[src/pkg/bipm_pkg.sv]
// Constants, codes and shared decode functions for the binary input matrix.
// Assumes a single 25 MHz clock domain; no timing counts are needed.
//
// Behaviour
// Each channel has a 2-bit mode: pass, invert, force 0, force 1.
// Every channel keeps its own mode and it affects only that channel.
// Modes for channels 1-8 at row 1 cols 0-7, 9-16 at row 3.
// Label written at row 10 col 1 is stored and read back.
// Writing a value outside 670..679 to row 8 col 9 locks the matrix.
// Writing 670..679 to the lock position releases the lock.
// Writing 670..679 to row 9 col 5 triggers the reset command.
// The reset command returns every channel mode to its default.
// Channel states readable at row 0 (ch 1-8) and row 2 (ch 9-16).
// Row 0 col 8 returns channels 1-8 packed, channel 1 in MSB.
// Row 0 col 9 returns channels 9-16 packed, channel 9 in MSB.
// Gateway lists address and position before polling by list entry; the code keeps no list, the gateway gives row and col on each access.
// A fault drops the alarm relay and lights the red indicator.
// Current error code is readable at row 9 col 0.
// Row 9 col 1 holds the code that was current before the latest.
// Codes 101-106 mean hardware faults, 107 means low battery.
// Station address is the weighted sum of six switches 1..32.
// While the terminal is plugged in, gateway access is disabled.
// When locked, mode and label writes are ignored; lock stays writable.
// Firmware number and station address read-only in diagnostics row.
package bipm_pkg;
  localparam int          NCH        = 16;
  localparam int          NGRP       = 8;
  localparam int          DW         = 16;
  localparam int          NHW        = 6;
  localparam int          LABEL_W    = 64;
  localparam logic [1:0]  MODE_POS   = 2'h0;
  localparam logic [1:0]  MODE_NEG   = 2'h1;
  localparam logic [1:0]  MODE_SIM0  = 2'h2;
  localparam logic [1:0]  MODE_SIM1  = 2'h3;
  localparam logic [31:0] MODE_RESET = 32'h0000_0000;
  localparam logic [3:0]  ROW_STATE_LO = 4'h0;
  localparam logic [3:0]  ROW_MODE_LO  = 4'h1;
  localparam logic [3:0]  ROW_STATE_HI = 4'h2;
  localparam logic [3:0]  ROW_MODE_HI  = 4'h3;
  localparam logic [3:0]  ROW_LOCK     = 4'h8;
  localparam logic [3:0]  ROW_DIAG     = 4'h9;
  localparam logic [3:0]  ROW_LABEL    = 4'ha;
  localparam logic [3:0]  COL_PACK_LO  = 4'h8;
  localparam logic [3:0]  COL_PACK_HI  = 4'h9;
  localparam logic [3:0]  COL_LOCK     = 4'h9;
  localparam logic [3:0]  COL_ERR_CUR  = 4'h0;
  localparam logic [3:0]  COL_ERR_PREV = 4'h1;
  localparam logic [3:0]  COL_FW       = 4'h3;
  localparam logic [3:0]  COL_ADDR     = 4'h4;
  localparam logic [3:0]  COL_RESET    = 4'h5;
  localparam logic [3:0]  COL_LABEL    = 4'h1;
  localparam logic [15:0] KEY_LO       = 16'h029e;
  localparam logic [15:0] KEY_HI       = 16'h02a7;
  localparam logic [15:0] LOCK_RESET   = 16'h029e;
  localparam logic [7:0]  ERR_NONE     = 8'h00;
  localparam logic [7:0]  ERR_HW_BASE  = 8'h65;
  localparam logic [7:0]  ERR_BATTERY  = 8'h6b;
  localparam logic [15:0] FW_DEFAULT   = 16'h0100;
  localparam logic [63:0] LABEL_RESET  = 64'h0;
  localparam logic [5:0]  ADDR_RESET   = 6'h00;

  // Key window shared by lock release and reset command
  function automatic logic in_key(input logic [15:0] v);
    return (v >= KEY_LO) && (v <= KEY_HI);
  endfunction

  // First group channel lands in the MSB
  function automatic logic [7:0] pack8(input logic [7:0] s);
    logic [7:0] r;
    r = 8'h00;
    for (int i = 0; i < NGRP; i++) begin
      r[NGRP-1-i] = s[i];
    end
    return r;
  endfunction

  // Lowest-numbered rising fault wins; index 6 is the battery
  function automatic logic [7:0] err_code(input logic [6:0] rise);
    logic [7:0] c;
    c = ERR_NONE;
    for (int i = NHW; i >= 0; i--) begin
      if (rise[i]) begin
        c = (i == NHW) ? ERR_BATTERY : ERR_HW_BASE + 8'(i);
      end
    end
    return c;
  endfunction
endpackage

[src/pkg/bipm_chan_if.sv]
// Carrier between the matrix core and the channel processor.
// Assumes both ends sit on the same clock.
`timescale 1ns/1ps
interface bipm_chan_if;
  logic [31:0] mode;
  logic [15:0] raw;
  logic [15:0] state;
  modport core (output mode, output raw, input state);
  modport chan (input mode, input raw, output state);
endinterface

[src/design/bipm_chan.sv]
// Per-channel polarity and simulation stage, one flop per channel.
// Assumes raw inputs are already synchronous to clock.
`timescale 1ns/1ps
module bipm_chan (
  input wire logic clock,
  input wire logic rstn,
  input wire logic ce,
  bipm_chan_if.chan bus
);
  logic [15:0] state_reg;
  logic [15:0] state_next;

  // --------------------------------------------------------------
  // Channel mode application
  // --------------------------------------------------------------
  for (genvar i = 0; i < bipm_pkg::NCH; i++) begin : g_ch
    // Own mode only
    always_comb begin
      // Mode decode
      unique case (bus.mode[2*i +: 2])
        bipm_pkg::MODE_POS:  state_next[i] = bus.raw[i];
        bipm_pkg::MODE_NEG:  state_next[i] = ~bus.raw[i];
        bipm_pkg::MODE_SIM0: state_next[i] = 1'b0;
        bipm_pkg::MODE_SIM1: state_next[i] = 1'b1;
      endcase
    end
  end

  always_ff @(posedge clock or negedge rstn) begin
    if (!rstn) begin
      state_reg <= 16'h0000;
    end else if (ce) begin
      state_reg <= state_next;
    end
  end

  assign bus.state = state_reg;

  // --------------------------------------------------------------
  // Checks
  // --------------------------------------------------------------
  chk_pass_mode: assert property (@(posedge clock) disable iff (!rstn)
    ce && bus.mode[1:0] == bipm_pkg::MODE_POS |=> state_reg[0] == $past(bus.raw[0]))
    else $error("channel 1 did not pass its input");
  chk_force_one: assert property (@(posedge clock) disable iff (!rstn)
    ce && bus.mode[31:30] == bipm_pkg::MODE_SIM1 |=> state_reg[15])
    else $error("channel 16 not forced high");
endmodule

[src/design/bipm_top.sv]
// Sixteen-channel binary input card: operating matrix, lock, reset command,
// label, error history and alarm outputs.
// Assumes both access ports are synchronous to clock and hold a request
// for one cycle; the terminal port shuts out the gateway while plugged in.
`timescale 1ns/1ps
module bipm_top #(
  parameter logic [15:0] FW_NUMBER = bipm_pkg::FW_DEFAULT // Value arbitrary
) (
  input  wire logic        clock,
  input  wire logic        rstn,
  input  wire logic        ce,
  input  wire logic [15:0] chan_in,
  input  wire logic [5:0]  addr_sw,
  input  wire logic [5:0]  hw_fault,
  input  wire logic        battery_low,
  input  wire logic        term_present,
  input  wire logic        term_req,
  input  wire logic        term_we,
  input  wire logic [3:0]  term_row,
  input  wire logic [3:0]  term_col,
  input  wire logic [15:0] term_wdata,
  input  wire logic        gw_req,
  input  wire logic        gw_we,
  input  wire logic [3:0]  gw_row,
  input  wire logic [3:0]  gw_col,
  input  wire logic [15:0] gw_wdata,
  output logic             rsp_ack,
  output logic [15:0]      rsp_data,
  output logic             rsp_refused,
  output logic             rsp_from_term,
  output logic             relay_energised,
  output logic             alarm_led
);
  bipm_chan_if cbus ();

  // --------------------------------------------------------------
  // Request selection
  // --------------------------------------------------------------
  logic        req;
  logic        we;
  logic [3:0]  row;
  logic [3:0]  col;
  logic [15:0] wdata;

  always_comb begin
    // Terminal shuts out gateway
    if (term_present) begin
      req   = term_req;
      we    = term_we;
      row   = term_row;
      col   = term_col;
      wdata = term_wdata;
    end else begin
      req   = gw_req;
      we    = gw_we;
      row   = gw_row;
      col   = gw_col;
      wdata = gw_wdata;
    end
  end

  // --------------------------------------------------------------
  // Parameter state
  // --------------------------------------------------------------
  logic [31:0] mode_reg;
  logic [31:0] mode_next;
  logic [15:0] lock_reg;
  logic [15:0] lock_next;
  logic [63:0] label_reg;
  logic [63:0] label_next;
  logic [5:0]  addr_reg;
  logic        locked;
  logic        hit_mode;
  logic [3:0]  mode_ch;
  logic        hit_lock;
  logic        hit_reset;
  logic        hit_label;
  logic [31:0] wr_mask;

  // Outside the key window means locked
  assign locked    = !bipm_pkg::in_key(lock_reg);
  // Mode columns 0-7 of rows 1 and 3
  assign hit_mode  = (row == bipm_pkg::ROW_MODE_LO || row == bipm_pkg::ROW_MODE_HI) && !col[3];
  assign mode_ch   = {row == bipm_pkg::ROW_MODE_HI, col[2:0]};
  assign hit_lock  = row == bipm_pkg::ROW_LOCK && col == bipm_pkg::COL_LOCK;
  assign hit_reset = row == bipm_pkg::ROW_DIAG && col == bipm_pkg::COL_RESET;
  assign hit_label = row == bipm_pkg::ROW_LABEL && col == bipm_pkg::COL_LABEL;
  assign wr_mask   = 32'h0000_0003 << {mode_ch, 1'b0};

  always_comb begin
    mode_next  = mode_reg;
    lock_next  = lock_reg;
    label_next = label_reg;
    if (req && we) begin
      // Protected writes need an open lock
      if (hit_mode && !locked) begin
        // Only this channel's field
        mode_next = (mode_reg & ~wr_mask) | ({30'h0, wdata[1:0]} << {mode_ch, 1'b0});
      end
      // Lock position always writable
      if (hit_lock) begin
        lock_next = wdata;
      end
      // Keyed reset command
      if (hit_reset && bipm_pkg::in_key(wdata)) begin
        // Modes back to default
        mode_next = bipm_pkg::MODE_RESET;
      end
      // Label shifts in one word per write
      if (hit_label && !locked) begin
        label_next = {label_reg[47:0], wdata};
      end
    end else if (req && hit_label) begin
      // Reads rotate so four reads return the label in write order
      label_next = {label_reg[47:0], label_reg[63:48]};
    end
  end

  always_ff @(posedge clock or negedge rstn) begin
    if (!rstn) begin
      mode_reg  <= bipm_pkg::MODE_RESET;
      lock_reg  <= bipm_pkg::LOCK_RESET;
      label_reg <= bipm_pkg::LABEL_RESET;
      addr_reg  <= bipm_pkg::ADDR_RESET;
    end else if (ce) begin
      mode_reg  <= mode_next;
      lock_reg  <= lock_next;
      label_reg <= label_next;
      // Switch weights equal binary place values
      addr_reg  <= addr_sw;
    end
  end

  assign cbus.mode = mode_reg;
  assign cbus.raw  = chan_in;

  bipm_chan u_chan (
    .clock (clock),
    .rstn  (rstn),
    .ce    (ce),
    .bus   (cbus)
  );

  // --------------------------------------------------------------
  // Fault history and alarm
  // --------------------------------------------------------------
  logic [6:0] fault_vec;
  logic [6:0] fault_prev_reg;
  logic [6:0] fault_rise;
  logic [7:0] err_cur_reg;
  logic [7:0] err_cur_next;
  logic [7:0] err_prev_reg;
  logic [7:0] err_prev_next;
  logic       relay_next;
  logic       led_next;

  assign fault_vec  = {battery_low, hw_fault};
  assign fault_rise = fault_vec & ~fault_prev_reg;

  always_comb begin
    err_cur_next  = err_cur_reg;
    err_prev_next = err_prev_reg;
    // New code pushes the old one down
    if (|fault_rise) begin
      // Code from fault source
      err_cur_next  = bipm_pkg::err_code(fault_rise);
      err_prev_next = err_cur_reg;
    end
    // Relay drops, red lamp on
    relay_next = ~|fault_vec;
    led_next   = |fault_vec;
  end

  always_ff @(posedge clock or negedge rstn) begin
    if (!rstn) begin
      fault_prev_reg  <= 7'h00;
      err_cur_reg     <= bipm_pkg::ERR_NONE;
      err_prev_reg    <= bipm_pkg::ERR_NONE;
      relay_energised <= 1'b0;
      alarm_led       <= 1'b0;
    end else if (ce) begin
      fault_prev_reg  <= fault_vec;
      err_cur_reg     <= err_cur_next;
      err_prev_reg    <= err_prev_next;
      relay_energised <= relay_next;
      alarm_led       <= led_next;
    end
  end

  // --------------------------------------------------------------
  // Read answer
  // --------------------------------------------------------------
  logic [15:0] rd_data;
  logic        bad;
  logic [15:0] st;

  assign st = cbus.state;

  always_comb begin
    rd_data = 16'h0000;
    bad     = 1'b0;
    unique case (row)
      // One channel per position
      bipm_pkg::ROW_STATE_LO: begin
        if (!col[3]) begin
          rd_data = {15'h0, st[col[2:0]]};
        // Packed low group
        end else if (col == bipm_pkg::COL_PACK_LO) begin
          rd_data = {8'h00, bipm_pkg::pack8(st[7:0])};
        // Packed high group
        end else if (col == bipm_pkg::COL_PACK_HI) begin
          rd_data = {8'h00, bipm_pkg::pack8(st[15:8])};
        end else begin
          bad = 1'b1;
        end
        bad = bad | we;
      end
      bipm_pkg::ROW_STATE_HI: begin
        rd_data = {15'h0, st[{1'b1, col[2:0]}]};
        bad     = col[3] | we;
      end
      bipm_pkg::ROW_MODE_LO, bipm_pkg::ROW_MODE_HI: begin
        rd_data = {14'h0, mode_reg[{mode_ch, 1'b0} +: 2]};
        bad     = col[3] | (we & locked);
      end
      bipm_pkg::ROW_LOCK: begin
        rd_data = lock_reg;
        bad     = !hit_lock;
      end
      bipm_pkg::ROW_DIAG: begin
        // Diagnostics row
        if (col == bipm_pkg::COL_ERR_CUR) begin
          rd_data = {8'h00, err_cur_reg};
        end else if (col == bipm_pkg::COL_ERR_PREV) begin
          rd_data = {8'h00, err_prev_reg};
        end else if (col == bipm_pkg::COL_FW) begin
          rd_data = FW_NUMBER;
        end else if (col == bipm_pkg::COL_ADDR) begin
          rd_data = {10'h000, addr_reg};
        end else if (!hit_reset) begin
          bad = 1'b1;
        end
        bad = bad | (we ^ hit_reset);
      end
      bipm_pkg::ROW_LABEL: begin
        rd_data = label_reg[63:48];
        bad     = !hit_label | (we & locked);
      end
      default: begin
        bad = 1'b1;
      end
    endcase
  end

  always_ff @(posedge clock or negedge rstn) begin
    if (!rstn) begin
      rsp_ack       <= 1'b0;
      rsp_data      <= 16'h0000;
      rsp_refused   <= 1'b0;
      rsp_from_term <= 1'b0;
    end else if (ce) begin
      rsp_ack       <= req;
      rsp_data      <= (req && !we && !bad) ? rd_data : 16'h0000;
      rsp_refused   <= req & bad;
      rsp_from_term <= req & term_present;
    end
  end

  // --------------------------------------------------------------
  // Checks
  // --------------------------------------------------------------
  chk_chan_isolated: assert property (@(posedge clock) disable iff (!rstn)
    ce && req && we && hit_mode && !hit_reset |=> (mode_reg & ~$past(wr_mask)) == $past(mode_reg & ~wr_mask))
    else $error("mode write disturbed another channel");
  chk_lock_release: assert property (@(posedge clock) disable iff (!rstn)
    ce && req && we && hit_lock && bipm_pkg::in_key(wdata) |=> !locked)
    else $error("key did not release lock");
  chk_lock_set: assert property (@(posedge clock) disable iff (!rstn)
    ce && req && we && hit_lock && wdata > bipm_pkg::KEY_HI |=> locked)
    else $error("high value did not lock");
  chk_reset_clears: assert property (@(posedge clock) disable iff (!rstn)
    ce && req && we && hit_reset && bipm_pkg::in_key(wdata) |=> mode_reg == bipm_pkg::MODE_RESET)
    else $error("reset command left modes set");
  chk_locked_ignore: assert property (@(posedge clock) disable iff (!rstn)
    ce && locked && req && we && (hit_mode || hit_label) && !hit_reset |=> $stable(mode_reg) && $stable(label_reg))
    else $error("write accepted while locked");
  chk_packed_order: assert property (@(posedge clock) disable iff (!rstn)
    ce && req && !we && row == bipm_pkg::ROW_STATE_LO && col == bipm_pkg::COL_PACK_LO
    |=> rsp_ack && rsp_data[7] == $past(st[0]) && rsp_data[0] == $past(st[7]))
    else $error("packed bit order wrong");
  chk_alarm_relay: assert property (@(posedge clock) disable iff (!rstn)
    ce && |fault_vec |=> !relay_energised && alarm_led)
    else $error("fault did not raise alarm");
  chk_error_shift: assert property (@(posedge clock) disable iff (!rstn)
    ce && |fault_rise |=> err_prev_reg == $past(err_cur_reg) && err_cur_reg != bipm_pkg::ERR_NONE)
    else $error("error history not shifted");
  chk_term_blocks: assert property (@(posedge clock) disable iff (!rstn)
    ce && term_present && !term_req |=> !rsp_ack)
    else $error("gateway served while terminal present");

  cov_lock_release: cover property (@(posedge clock) disable iff (!rstn) locked ##1 !locked);
  cov_reset_cmd:    cover property (@(posedge clock) disable iff (!rstn)
    req && we && hit_reset && bipm_pkg::in_key(wdata));
  cov_fault:        cover property (@(posedge clock) disable iff (!rstn) |fault_rise ##1 |fault_rise);
  cov_packed_read:  cover property (@(posedge clock) disable iff (!rstn)
    req && !we && row == bipm_pkg::ROW_STATE_LO && col == bipm_pkg::COL_PACK_HI);
endmodule

[config.mk]
export PLATFORM = sky130hd
export DESIGN_NAME = bipm_top
export DESIGN_NICKNAME = d
export VERILOG_FILES = /design/src/pkg/bipm_pkg.sv /design/src/pkg/bipm_chan_if.sv /design/src/design/bipm_chan.sv /design/src/design/bipm_top.sv
export SDC_FILE = /design/constraint.sdc
export NUM_CORES = 1
export LEC_CHECK = 0
export BUFFER_PORTS_ARGS = -buffer_cell sky130_fd_sc_hd__buf_4
export CORE_MARGIN = 2
export CORE_UTILIZATION = 46
export CTS_CLUSTER_SIZE = 12
export DETAILED_ROUTE_END_ITERATION = 8
export PLACE_DENSITY_LB_ADDON = 0.08
export SLEW_MARGIN = 20
export SYNTH_ARGS = -nofsm -noshare
export SYNTH_HDL_FRONTEND = slang
export SYNTH_HIERARCHICAL = 1
export SYNTH_SLANG_ARGS = --single-unit
[constraint.sdc]
create_clock -name clock -period 3.1 [get_ports clock]
set_clock_uncertainty 0.05 [all_clocks]
set_input_delay 0.31 -clock clock [delete_from_list [all_inputs] [get_ports clock]]
set_output_delay 0.31 -clock clock [all_outputs]
set_load 0.005 [all_outputs]
# Word level (Yosys, flattened, before mapping)
# Index checks and enable logic that the tools add are counted.
dict set report totals {
  in_bits 85
  output_inout_bits 21
  reg_bits 178
}
dict set report op_classes {
  n_mux 57
  magnitude_cmp 6
  n_reduce_logical 48
  n_bitwise 30
  shifts 3
  eq_ne 61
}
# cell count
set op_table {}
lappend op_table {{2-to-1 mux 64 bit} 3}
lappend op_table {{case mux 16 bit (6 select lines)} 1}
lappend op_table {{2-to-1 mux 8 bit} 9}
lappend op_table {{== test 2 bit (second input constant)} 32}
lappend op_table {{2-to-1 mux 32 bit} 2}
lappend op_table {{case mux 1 bit (4 select lines)} 16}
lappend op_table {{AND 32 bit} 1}
lappend op_table {{== test 2 x 1 -> 1 bit (second input constant)} 16}
lappend op_table {{>= comparator 16 x 10 -> 1 bit (second input constant)} 2}
lappend op_table {{<= comparator 16 x 10 -> 1 bit (second input constant)} 2}
lappend op_table {{logical NOT 2 bit} 16}
lappend op_table {{2-to-1 mux 16 bit} 2}
lappend op_table {{inverter 32 bit} 1}
lappend op_table {{bitwise OR 32 bit} 1}
lappend op_table {{variable part select 32 x 6 -> 2 bit} 1}
lappend op_table {{left shift 2 x 5 -> 32 bit} 1}
lappend op_table {{left shift 2 x 5 -> 32 bit (first input constant)} 1}
lappend op_table {{2-to-1 mux 9 bit} 3}
lappend op_table {{== test 4 bit (second input constant)} 5}
lappend op_table {{inverter 1 bit} 16}
lappend op_table {{2-to-1 mux 1 bit} 14}
lappend op_table {{OR reduction 7 bit} 2}
lappend op_table {{logical AND 1 bit} 13}
lappend op_table {{== test 4 x 2 -> 1 bit (second input constant)} 3}
lappend op_table {{other kinds (22)} 42}

# Depth between registers and ports, before layout
# Gate-level depths: netlist of the first run.
dict set report logic_depth {
  depth_word 14
  mapped_depth 10
  mapped_depth_nobuf 6
}

# Hierarchy
# The synthesis of the first run kept the hierarchy.
# mod cells_per_inst instances area_each_um2
set by_module_without_submodules {}
lappend by_module_without_submodules {bipm_top 781 1 8106.5}
lappend by_module_without_submodules {bipm_chan 101 1 1082.3}

# Worst setup path before layout of the first run
# OpenSTA, ideal clock, no wires.
dict set report synth_path {
  kind {reg2reg}
  startpoint {reg lock_reg[9]}
  endpoint {reg mode_reg[0] (netlist: cbus.mode[0])}
  setup_slack_ns 0.958
  setup_ns 0.067
  t_required_ns 2.983
  arrival_time_ns 2.025
  period_less_slack_ns 2.142
  path_stages_with_launch 7
  cell_sequence {dfstp_2 -> nor4b_1 -> nand4b_1 -> nor4_4 -> a31o_2 -> and2_1 -> a32o_1}
}
dict set report synth_between {
  elab_chain_len 5
  elab_cells_between_ends 6
  classes_between {2 x order compare; 4 x reduce/logical}
}
# element line_no
set synth_rtl {}
lappend synth_rtl {{start: declaration} bipm_top.sv:67} ;# logic [15:0] lock_reg;
lappend synth_rtl {{start signal: assignment} bipm_top.sv:122} ;# lock_reg <= bipm_pkg::LOCK_RESET;
lappend synth_rtl {{start signal: assignment} bipm_top.sv:127} ;# lock_reg <= lock_next;
lappend synth_rtl {{>= comparator 16 x 10 -> 1 bit / <= comparator 16 x 10 -> 1 bit (equally long branches)} bipm_pkg.sv:64} ;# return (v >= KEY_LO) && (v <= KEY_HI);
lappend synth_rtl {{logical AND 1 bit *} bipm_pkg.sv:64}
lappend synth_rtl {{logical AND 1 bit *} bipm_top.sv:96} ;# if (hit_mode && !locked) begin
lappend synth_rtl {{nonzero test 2 bit (no source line) *} -}
lappend synth_rtl {{AND reduction 3 bit (no source line) *} -}
lappend synth_rtl {{end signal: assignment} bipm_top.sv:121} ;# mode_reg <= bipm_pkg::MODE_RESET;
lappend synth_rtl {{end signal: assignment} bipm_top.sv:126} ;# mode_reg <= mode_next;
lappend synth_rtl {{end: declaration} bipm_top.sv:65} ;# logic [31:0] mode_reg;
# Mark *: on every way between the ends. The rest lies on a longest branch, timed or not.
# A chain may end at the register's enable or synchronous reset.

# Worst setup path in the final report of the first run
dict set report layout_path {
  startpoint {reg lock_reg[9]}
  endpoint {reg rsp_data[1]}
}
dict set report layout_between {
  elab_chain_len 9
  elab_cells_between_ends 11
  classes_between {2 x order compare; 2 x mux; 3 x bitwise; 4 x reduce/logical}
}
# element line_no
set layout_rtl {}
lappend layout_rtl {{>= comparator 16 x 10 -> 1 bit / <= comparator 16 x 10 -> 1 bit (equally long branches)} bipm_pkg.sv:64}
lappend layout_rtl {{logical AND 1 bit *} bipm_pkg.sv:64}
lappend layout_rtl {{logical NOT 1 bit *} bipm_top.sv:81} ;# assign locked = !bipm_pkg::in_key(lock_reg);
lappend layout_rtl {{AND 1 bit *} {bipm_top.sv:224, bipm_top.sv:247}}
lappend layout_rtl {{bitwise OR 1 bit (on tied branches)} {bipm_top.sv:247, bipm_top.sv:224}}
lappend layout_rtl {{case mux 1 bit (6 select lines) *} bipm_top.sv:202} ;# unique case (row)
lappend layout_rtl {{logical NOT 1 bit *} bipm_top.sv:263} ;# rsp_data <= (req && !we && !bad) ? rd_data : 16'h0000;
lappend layout_rtl {{logical AND 1 bit *} bipm_top.sv:263}
lappend layout_rtl {{2-to-1 mux 16 bit *} bipm_top.sv:263}
lappend layout_rtl {{end signal: assignment} bipm_top.sv:263}
lappend layout_rtl {{end: declaration} bipm_top.sv:28} ;# output logic [15:0] rsp_data,
# Marked as above.

==> summary.txt, run 1 <==
GRT
  – Total GRT Usage: 24.42%
  – Routing usage on met1: 37.41%
  – First-pass GRT wire length: 40.35 mm
  – Routing usage on met3: 4.295%
  – Initial antenna violation count: 0
  – Global route hottest layer: met1
  – Met2 usage: 36.59%
  – Global route overflow: 0
  – Largest net degree at the start of global routing: 81
  – Number of global-route vias before repair: 6979

Yosys
  – Post-Syn Instances: 882
  – Top post-synthesis cells by area: dfrtp_1 45%, mux2_2 8.1%, nand2_1 6.3%, o21ai_0 3.6%, mux2i_1 2.8%
  – Yosys top cell area share: 45.21%
  – Cell Area, Synth: 9189 um2
  – Synth unique cells: 79
  – Post-Synthesis Net Count: 967
  – Cell taking the most area after synthesis: dfrtp_1
  – Synth warnings: 6
  – Count of state elements after synthesis: 172
  – Most frequent cells after synthesis: 166 x dfrtp_1, 153 x nand2_1, 66 x mux2_2, 66 x o21ai_0, 30 x nand3_1
  – Most numerous cell in the Yosys netlist: dfrtp_1
  – Post-synthesis sequential area ratio: 46.92%
  – Ys async rst share: 100.0%
  – Top_reg_cell synth: dfrtp_1
  – EDFF count, synth: 0
  – Syn avg cell area: 10.42 um2

CTS
  – Clock Root Buffer: clkbuf_16
  – H-tree Lvls: 4
  – CTS clk-pin slew, worst paths: 0.08 ns
  – # clock sinks: 172
  – Total CTS buffers: 17
  – Setup Buffers After CTS: 0
  – Clk_lat worst skew: 0.43 ns
  – Clock buffer depth: 2
  – TritonCTS clock tree: yes

Route
  – Pre-antenna DRT Iters: 6
  – Residual DRC: 0
  – WL final: 25.64 mm
  – Iteration-0 DRC count of the detailed router: 788
  – Post-DR vias/cell: 5.818
  – Routed vias: 7372
  – Antenna Nets Post-Route: 0
  – DR WL/cell: 20.24 um

Outcome
  – Outcome: finished clean

STA
  – Worst relative slew slack: 46.92%
  – Slew @ Worst Pin: 0.7901 ns
  – Unrepaired setup endpoints after global routing: false
  – Final Cycle Share: 90.85%
  – FMAX: 355.1 MHz
  – Final Max Tran Viols: 0
  – Setup violators final: 0
  – Crit path time final: 2.816 ns
  – Total negative setup slack: 0 ns
  – Final hold vios: 0

Die
  – Starting Density: 47.06%
  – Die X: 145.3 um
  – Area of the core: 19530 um2
  – Row count: 51
  – Die Y: 145.3 um
  – I/O pin count: 106
  – Area of the die: 21120 um2

Cells and area
  – Finished Core Util: 55.66%
  – Layout cells sized above 1: 28.34%
  – Number of flip-flops in the largest register: 64
  – Ant diodes: 0
  – Fill count: 1798
  – Synthesis-to-layout area growth: 18.27%
  – Cell Count, Final, Fillers Out: 1267
  – Final nets: 1074

Pwr
  – LEAKAGE: 4.788 nW
  – Peak VDD IR: 0.0003274 V
  – PwrDens: 463.6 nW/um2

Job
  – Max-cap violations: 0

Place
  – Dpl hpwl: 18.73 mm
  – # placed instances: 1234
  – GP Congestion: 0.9391
  – Port Buffers: 105

Hold path
  – Worst hold path class: primary input to flip-flop

Setup path
  – CP Capture Type: flip-flop
  – Startpoint Class: flip-flop
  – WP data arrival: 3.09 ns
  – Max FO, Critical Path: 16
  – Critical Path RT: 3.37 ns
  – Critical Setup Path Class: flip-flop to flip-flop
-- layout make-up --
type | count | area, um2 | area share [%]
Sequential cell | 172 | 4312 | 39.67
Clock buffer | 20 | 446.7 | 4.110
Clock inverter | 12 | 108.9 | 1.002
Timing Repair Buffer | 135 | 1057 | 9.728
Inverter | 28 | 105.1 | 0.9671
Multi-Input combinational cell | 635 | 4507 | 41.47
Tap cell | 265 | 331.6 | 3.051
-- power breakdown --
group	leakage (nW)	switching (mW)	total [mW]	internal, mW
sequential	2.28	0.0629	2.38	2.32
combinational	2.24	0.374	0.640	0.266
clock	0.266	0.948	2.02	1.07
total	4.79	1.39	5.04	3.65
-- logic make-up (layout without fill, tap and decap cells) --
kind of cell,Yosys count,after routing,share of synthesized area (%)
AO/OA/AOI/OAI,218,218,18.33
buffers and inverters,75,195,4.194
flip-flops,172,172,46.92
multiplexers,102,102,12.27
AND/OR/NAND/NOR,315,315,18.29
-- placed cells by master (no fill, tap or decap), types with 8 or more instances in the layout --
cell       netlist  final
o221ai_2        14     14
and3_1           8      8
nor2_1          20     19
clkbuf_16        0     17
nor2b_1         18     18
o21ai_0         66     66
nand4_1         10     10
a22oi_1         20     20
mux2_2          66     66
nor3_1          10     10
nand3b_1         8      8
a21oi_1         15     15
nand3_1         30     30
o2bb2ai_1       17     17
nand4bb_1       17     17
nand2_1        153    153
mux2i_1         26     25
dfrtp_1        166    166
inv_1           28     28
a22o_1          10     10
buf_4            4    130
o22ai_1         14     14
-- worst max-delay path: stages, from the launching register on --
cell      delay (ns)
dfstp_2         0.54
nor4b_1         0.23
nand4b_1        0.32
o21ai_0         0.45
a22oi_1         0.18
nand4b_2        0.58
a32oi_1         0.37
-- metal layers --
metal,part of all wire (%),vias up
li1,-,3475
met1,48,3623
met2,44,249
met3,7.1,25
met4,0.98,0
met5,0,-
-- through the flow --
stage / total power [mW] / cell area, um2 / hold slack (ns) / setup WS (ns)
CTS: 5.068 / 10870 / 0.05066 / 0.3090
finish: 5.039 / 10870 / 0.05806 / 0.2837
global placement: 3.051 / 10300 / 0.3408 / 0.3070
detailed placement: 3.054 / 10300 / 0.3331 / 0.2759
global route: 5.235 / 10870 / 0.05051 / 0.1117
floorplan: 2.754 / 9189 / -0.03559 / 0.9578
-- final timing paths --
| kind | startpoint | end | slack, ns | depth (start not counted) |
|---|---|---|---|---|
| min in group asynchronous | rstn | u_chan/bus.state[2] | 0.43 | 2 |
| min | addr_sw[0] | addr_reg[0] | 0.06 | 2 |
| min reg2reg | label_reg[0] | label_reg[0] | 0.43 | 2 |
| max in group asynchronous | rstn | lock_reg[1] | 1.80 | 3 |
| max | lock_reg[9] | rsp_data[1] | 0.28 | 6 |
| max reg2reg | lock_reg[9] | rsp_data[1] | 0.28 | 6 |
-- repair_timing --
item,4_1_cts,5_1_grt
resized for setup,0,0
setup endpoints to repair,0,0
hold buffers,1,0
endpoints found under the hold margin,72,0
Note: power is estimated with default switching activity, not from simulation.
==> inputs of run 2 (changes only) <==
CORE_ASPECT_RATIO = 0.5   (was default)
==> summary.txt, run 2 (same netlist as run 1, synthesis figures left out) <==
Setup path
  – Critical Path RT: 3.42 ns
  – Max FO, Critical Path: 14
  – CP Capture Type: flip-flop
  – Setup crit end: rsp_data[11]
  – Worst Setup SP: lock_reg[9]
  – Critical Setup Path Class: flip-flop to flip-flop
  – WP data arrival: 2.99 ns
  – R2R Path Start: lock_reg[9]
  – Worst-case reg-to-reg path depth: 7
  – Startpoint Class: flip-flop
  – Register-to-Register Setup Slack: 0.43 ns
  – Worst reg2reg endpoint: rsp_data[11]

STA
  – Final Cycle Share: 86.18%
  – Unrepaired setup endpoints after global routing: false
  – Final hold vios: 0
  – Slew @ Worst Pin: 0.7958 ns
  – Worst relative slew slack: 46.54%
  – Crit path time final: 2.671 ns
  – Worst setup margin: 0.4285 ns
  – Total negative setup slack: 0 ns
  – FMAX: 374.3 MHz
  – Setup violators final: 0
  – Final Max Tran Viols: 0

Job
  – Max-cap violations: 0

Die
  – Row count: 36
  – I/O pin count: 106
  – Area of the core: 19500 um2
  – Die X: 203.9 um
  – Starting Density: 47.11%
  – Area of the die: 21190 um2
  – Die Y: 103.9 um

CTS
  – CTS clk-pin slew, worst paths: 0.07 ns
  – TritonCTS clock tree: yes
  – Cts repair resizes: 0
  – Clk_lat worst skew: 0.45 ns
  – # clock sinks: 172
  – Clock buffer depth: 2
  – H-tree Lvls: 4
  – Clock Root Buffer: clkbuf_16
  – Total CTS buffers: 17

Pwr
  – Clock power share: 41.2%
  – Internal power: 3.723 mW
  – NetSw: 1.431 mW
  – PwrDens: 471.1 nW/um2
  – Combinational share of power: 12.7%
  – Sw Ratio: 27.76%
  – LEAKAGE: 4.825 nW
  – Reg power frac: 46.1%
  – Peak VDD IR: 0.0003467 V

Place
  – Post-Place Worst Slack: 0.2595 ns
  – Port Buffers: 105
  – Dpl hpwl: 18.97 mm
  – GP Congestion: 0.8692

Route
  – Residual DRC: 0
  – Antenna Nets Post-Route: 0
  – Iteration-0 DRC count of the detailed router: 594
  – Routed vias: 7443
  – Post-DR vias/cell: 5.851
  – WL final: 25.92 mm
  – Pre-antenna DRT Iters: 5
  – DR WL/cell: 20.38 um

Cells and area
  – Layout cells sized above 1: 28.83%
  – Ant diodes: 0
  – Number of flip-flops in the largest register: 64
  – Final nets: 1078
  – Most frequent cells in the layout: 166 x dfrtp_1, 153 x nand2_1, 133 x buf_4
  – Synthesis-to-layout area growth: 19.04%
  – Finished Core Util: 56.08%
  – Commonest non-fill, non-tap cell in the layout: dfrtp_1

GRT
  – Total GRT Usage: 25.33%
  – Initial antenna violation count: 0
  – Largest net degree at the start of global routing: 81
  – Number of global-route vias before repair: 7315
  – First-pass GRT wire length: 40.94 mm
  – Global route overflow: 0

Hold path
  – Worst hold path class: primary input to flip-flop

Outcome
  – Outcome: finished clean
## run 2: layout make-up
class | instances | area [um2]
clock buffer | 17 | 425.4
sequential | 172 | 4312
inverter | 28 | 105.1
fill | 1778 | 8566
tap | 266 | 332.8
clock inverter | 15 | 156.4
multi-input combinational | 635 | 4507
timing repair buffer | 139 | 1100
## run 2: what timing repair did
| item | in CTS | in global routing |
|---|---|---|
| hold buffers | 1 | 0 |
| hold endpoints to repair | 46 | 0 |
| setup buffers | 0 | 0 |
## run 2: metal layers
layer  vias to the layer above  track usage (%)  share of wire, %
met5                         -                0                 0
met4                         0            7.299               1.9
met3                        30            5.545               5.9
met2                       218            37.78                44
met1                      3697            36.93                48
li1                       3498                -                 -
## run 2: how the worst min path moves through the flow
| stage | startpoint | to | slack (ns) | depth (start not counted) |
|---|---|---|---|---|
| 6_report | addr_sw[4] | addr_reg[4] | 0.05 | 2 |
| 3_5_place_dp | rstn | label_reg[58] | 0.23 | 1 |
| 5_1_grt | addr_sw[1] | addr_reg[1] | 0.04 | 2 |
| 2_1_floorplan | rstn | addr_reg[0] | -0.04 | 0 |
| 4_1_cts | addr_sw[4] | addr_reg[4] | 0.03 | 2 |
| 3_3_place_gp | rstn | label_reg[26] | 0.22 | 1 |
## run 2: metrics by stage
step	cells	hold slack, ns	instance area, um2	power (mW)
final	1272	0.04757	10940	5.153
after global routing	1272	0.04047	10940	5.344
after CTS	1272	0.03024	10940	5.195
after detailed placement	1239	0.2261	10350	3.068
after global placement	1239	0.2249	10350	3.059
after floorplan	882	-0.03559	9189	2.754
## run 2: power groups by stage
stage	sequential, mW	combinational [mW]	clock, mW
floorplan	2.39	0.361	0
global placement	2.42	0.641	0
detailed placement	2.42	0.649	0
CTS	2.38	0.654	2.16
global route	2.39	0.715	2.24
finish	2.38	0.655	2.12
## run 2: critical path, stage by stage, from the launching register on
cell	delay, ns
dfstp_2	0.55
nor4b_1	0.32
nand4b_1	0.31
o21ai_0	0.46
a22oi_1	0.17
nand4b_2	0.29
buf_4	0.25
o2bb2ai_1	0.18
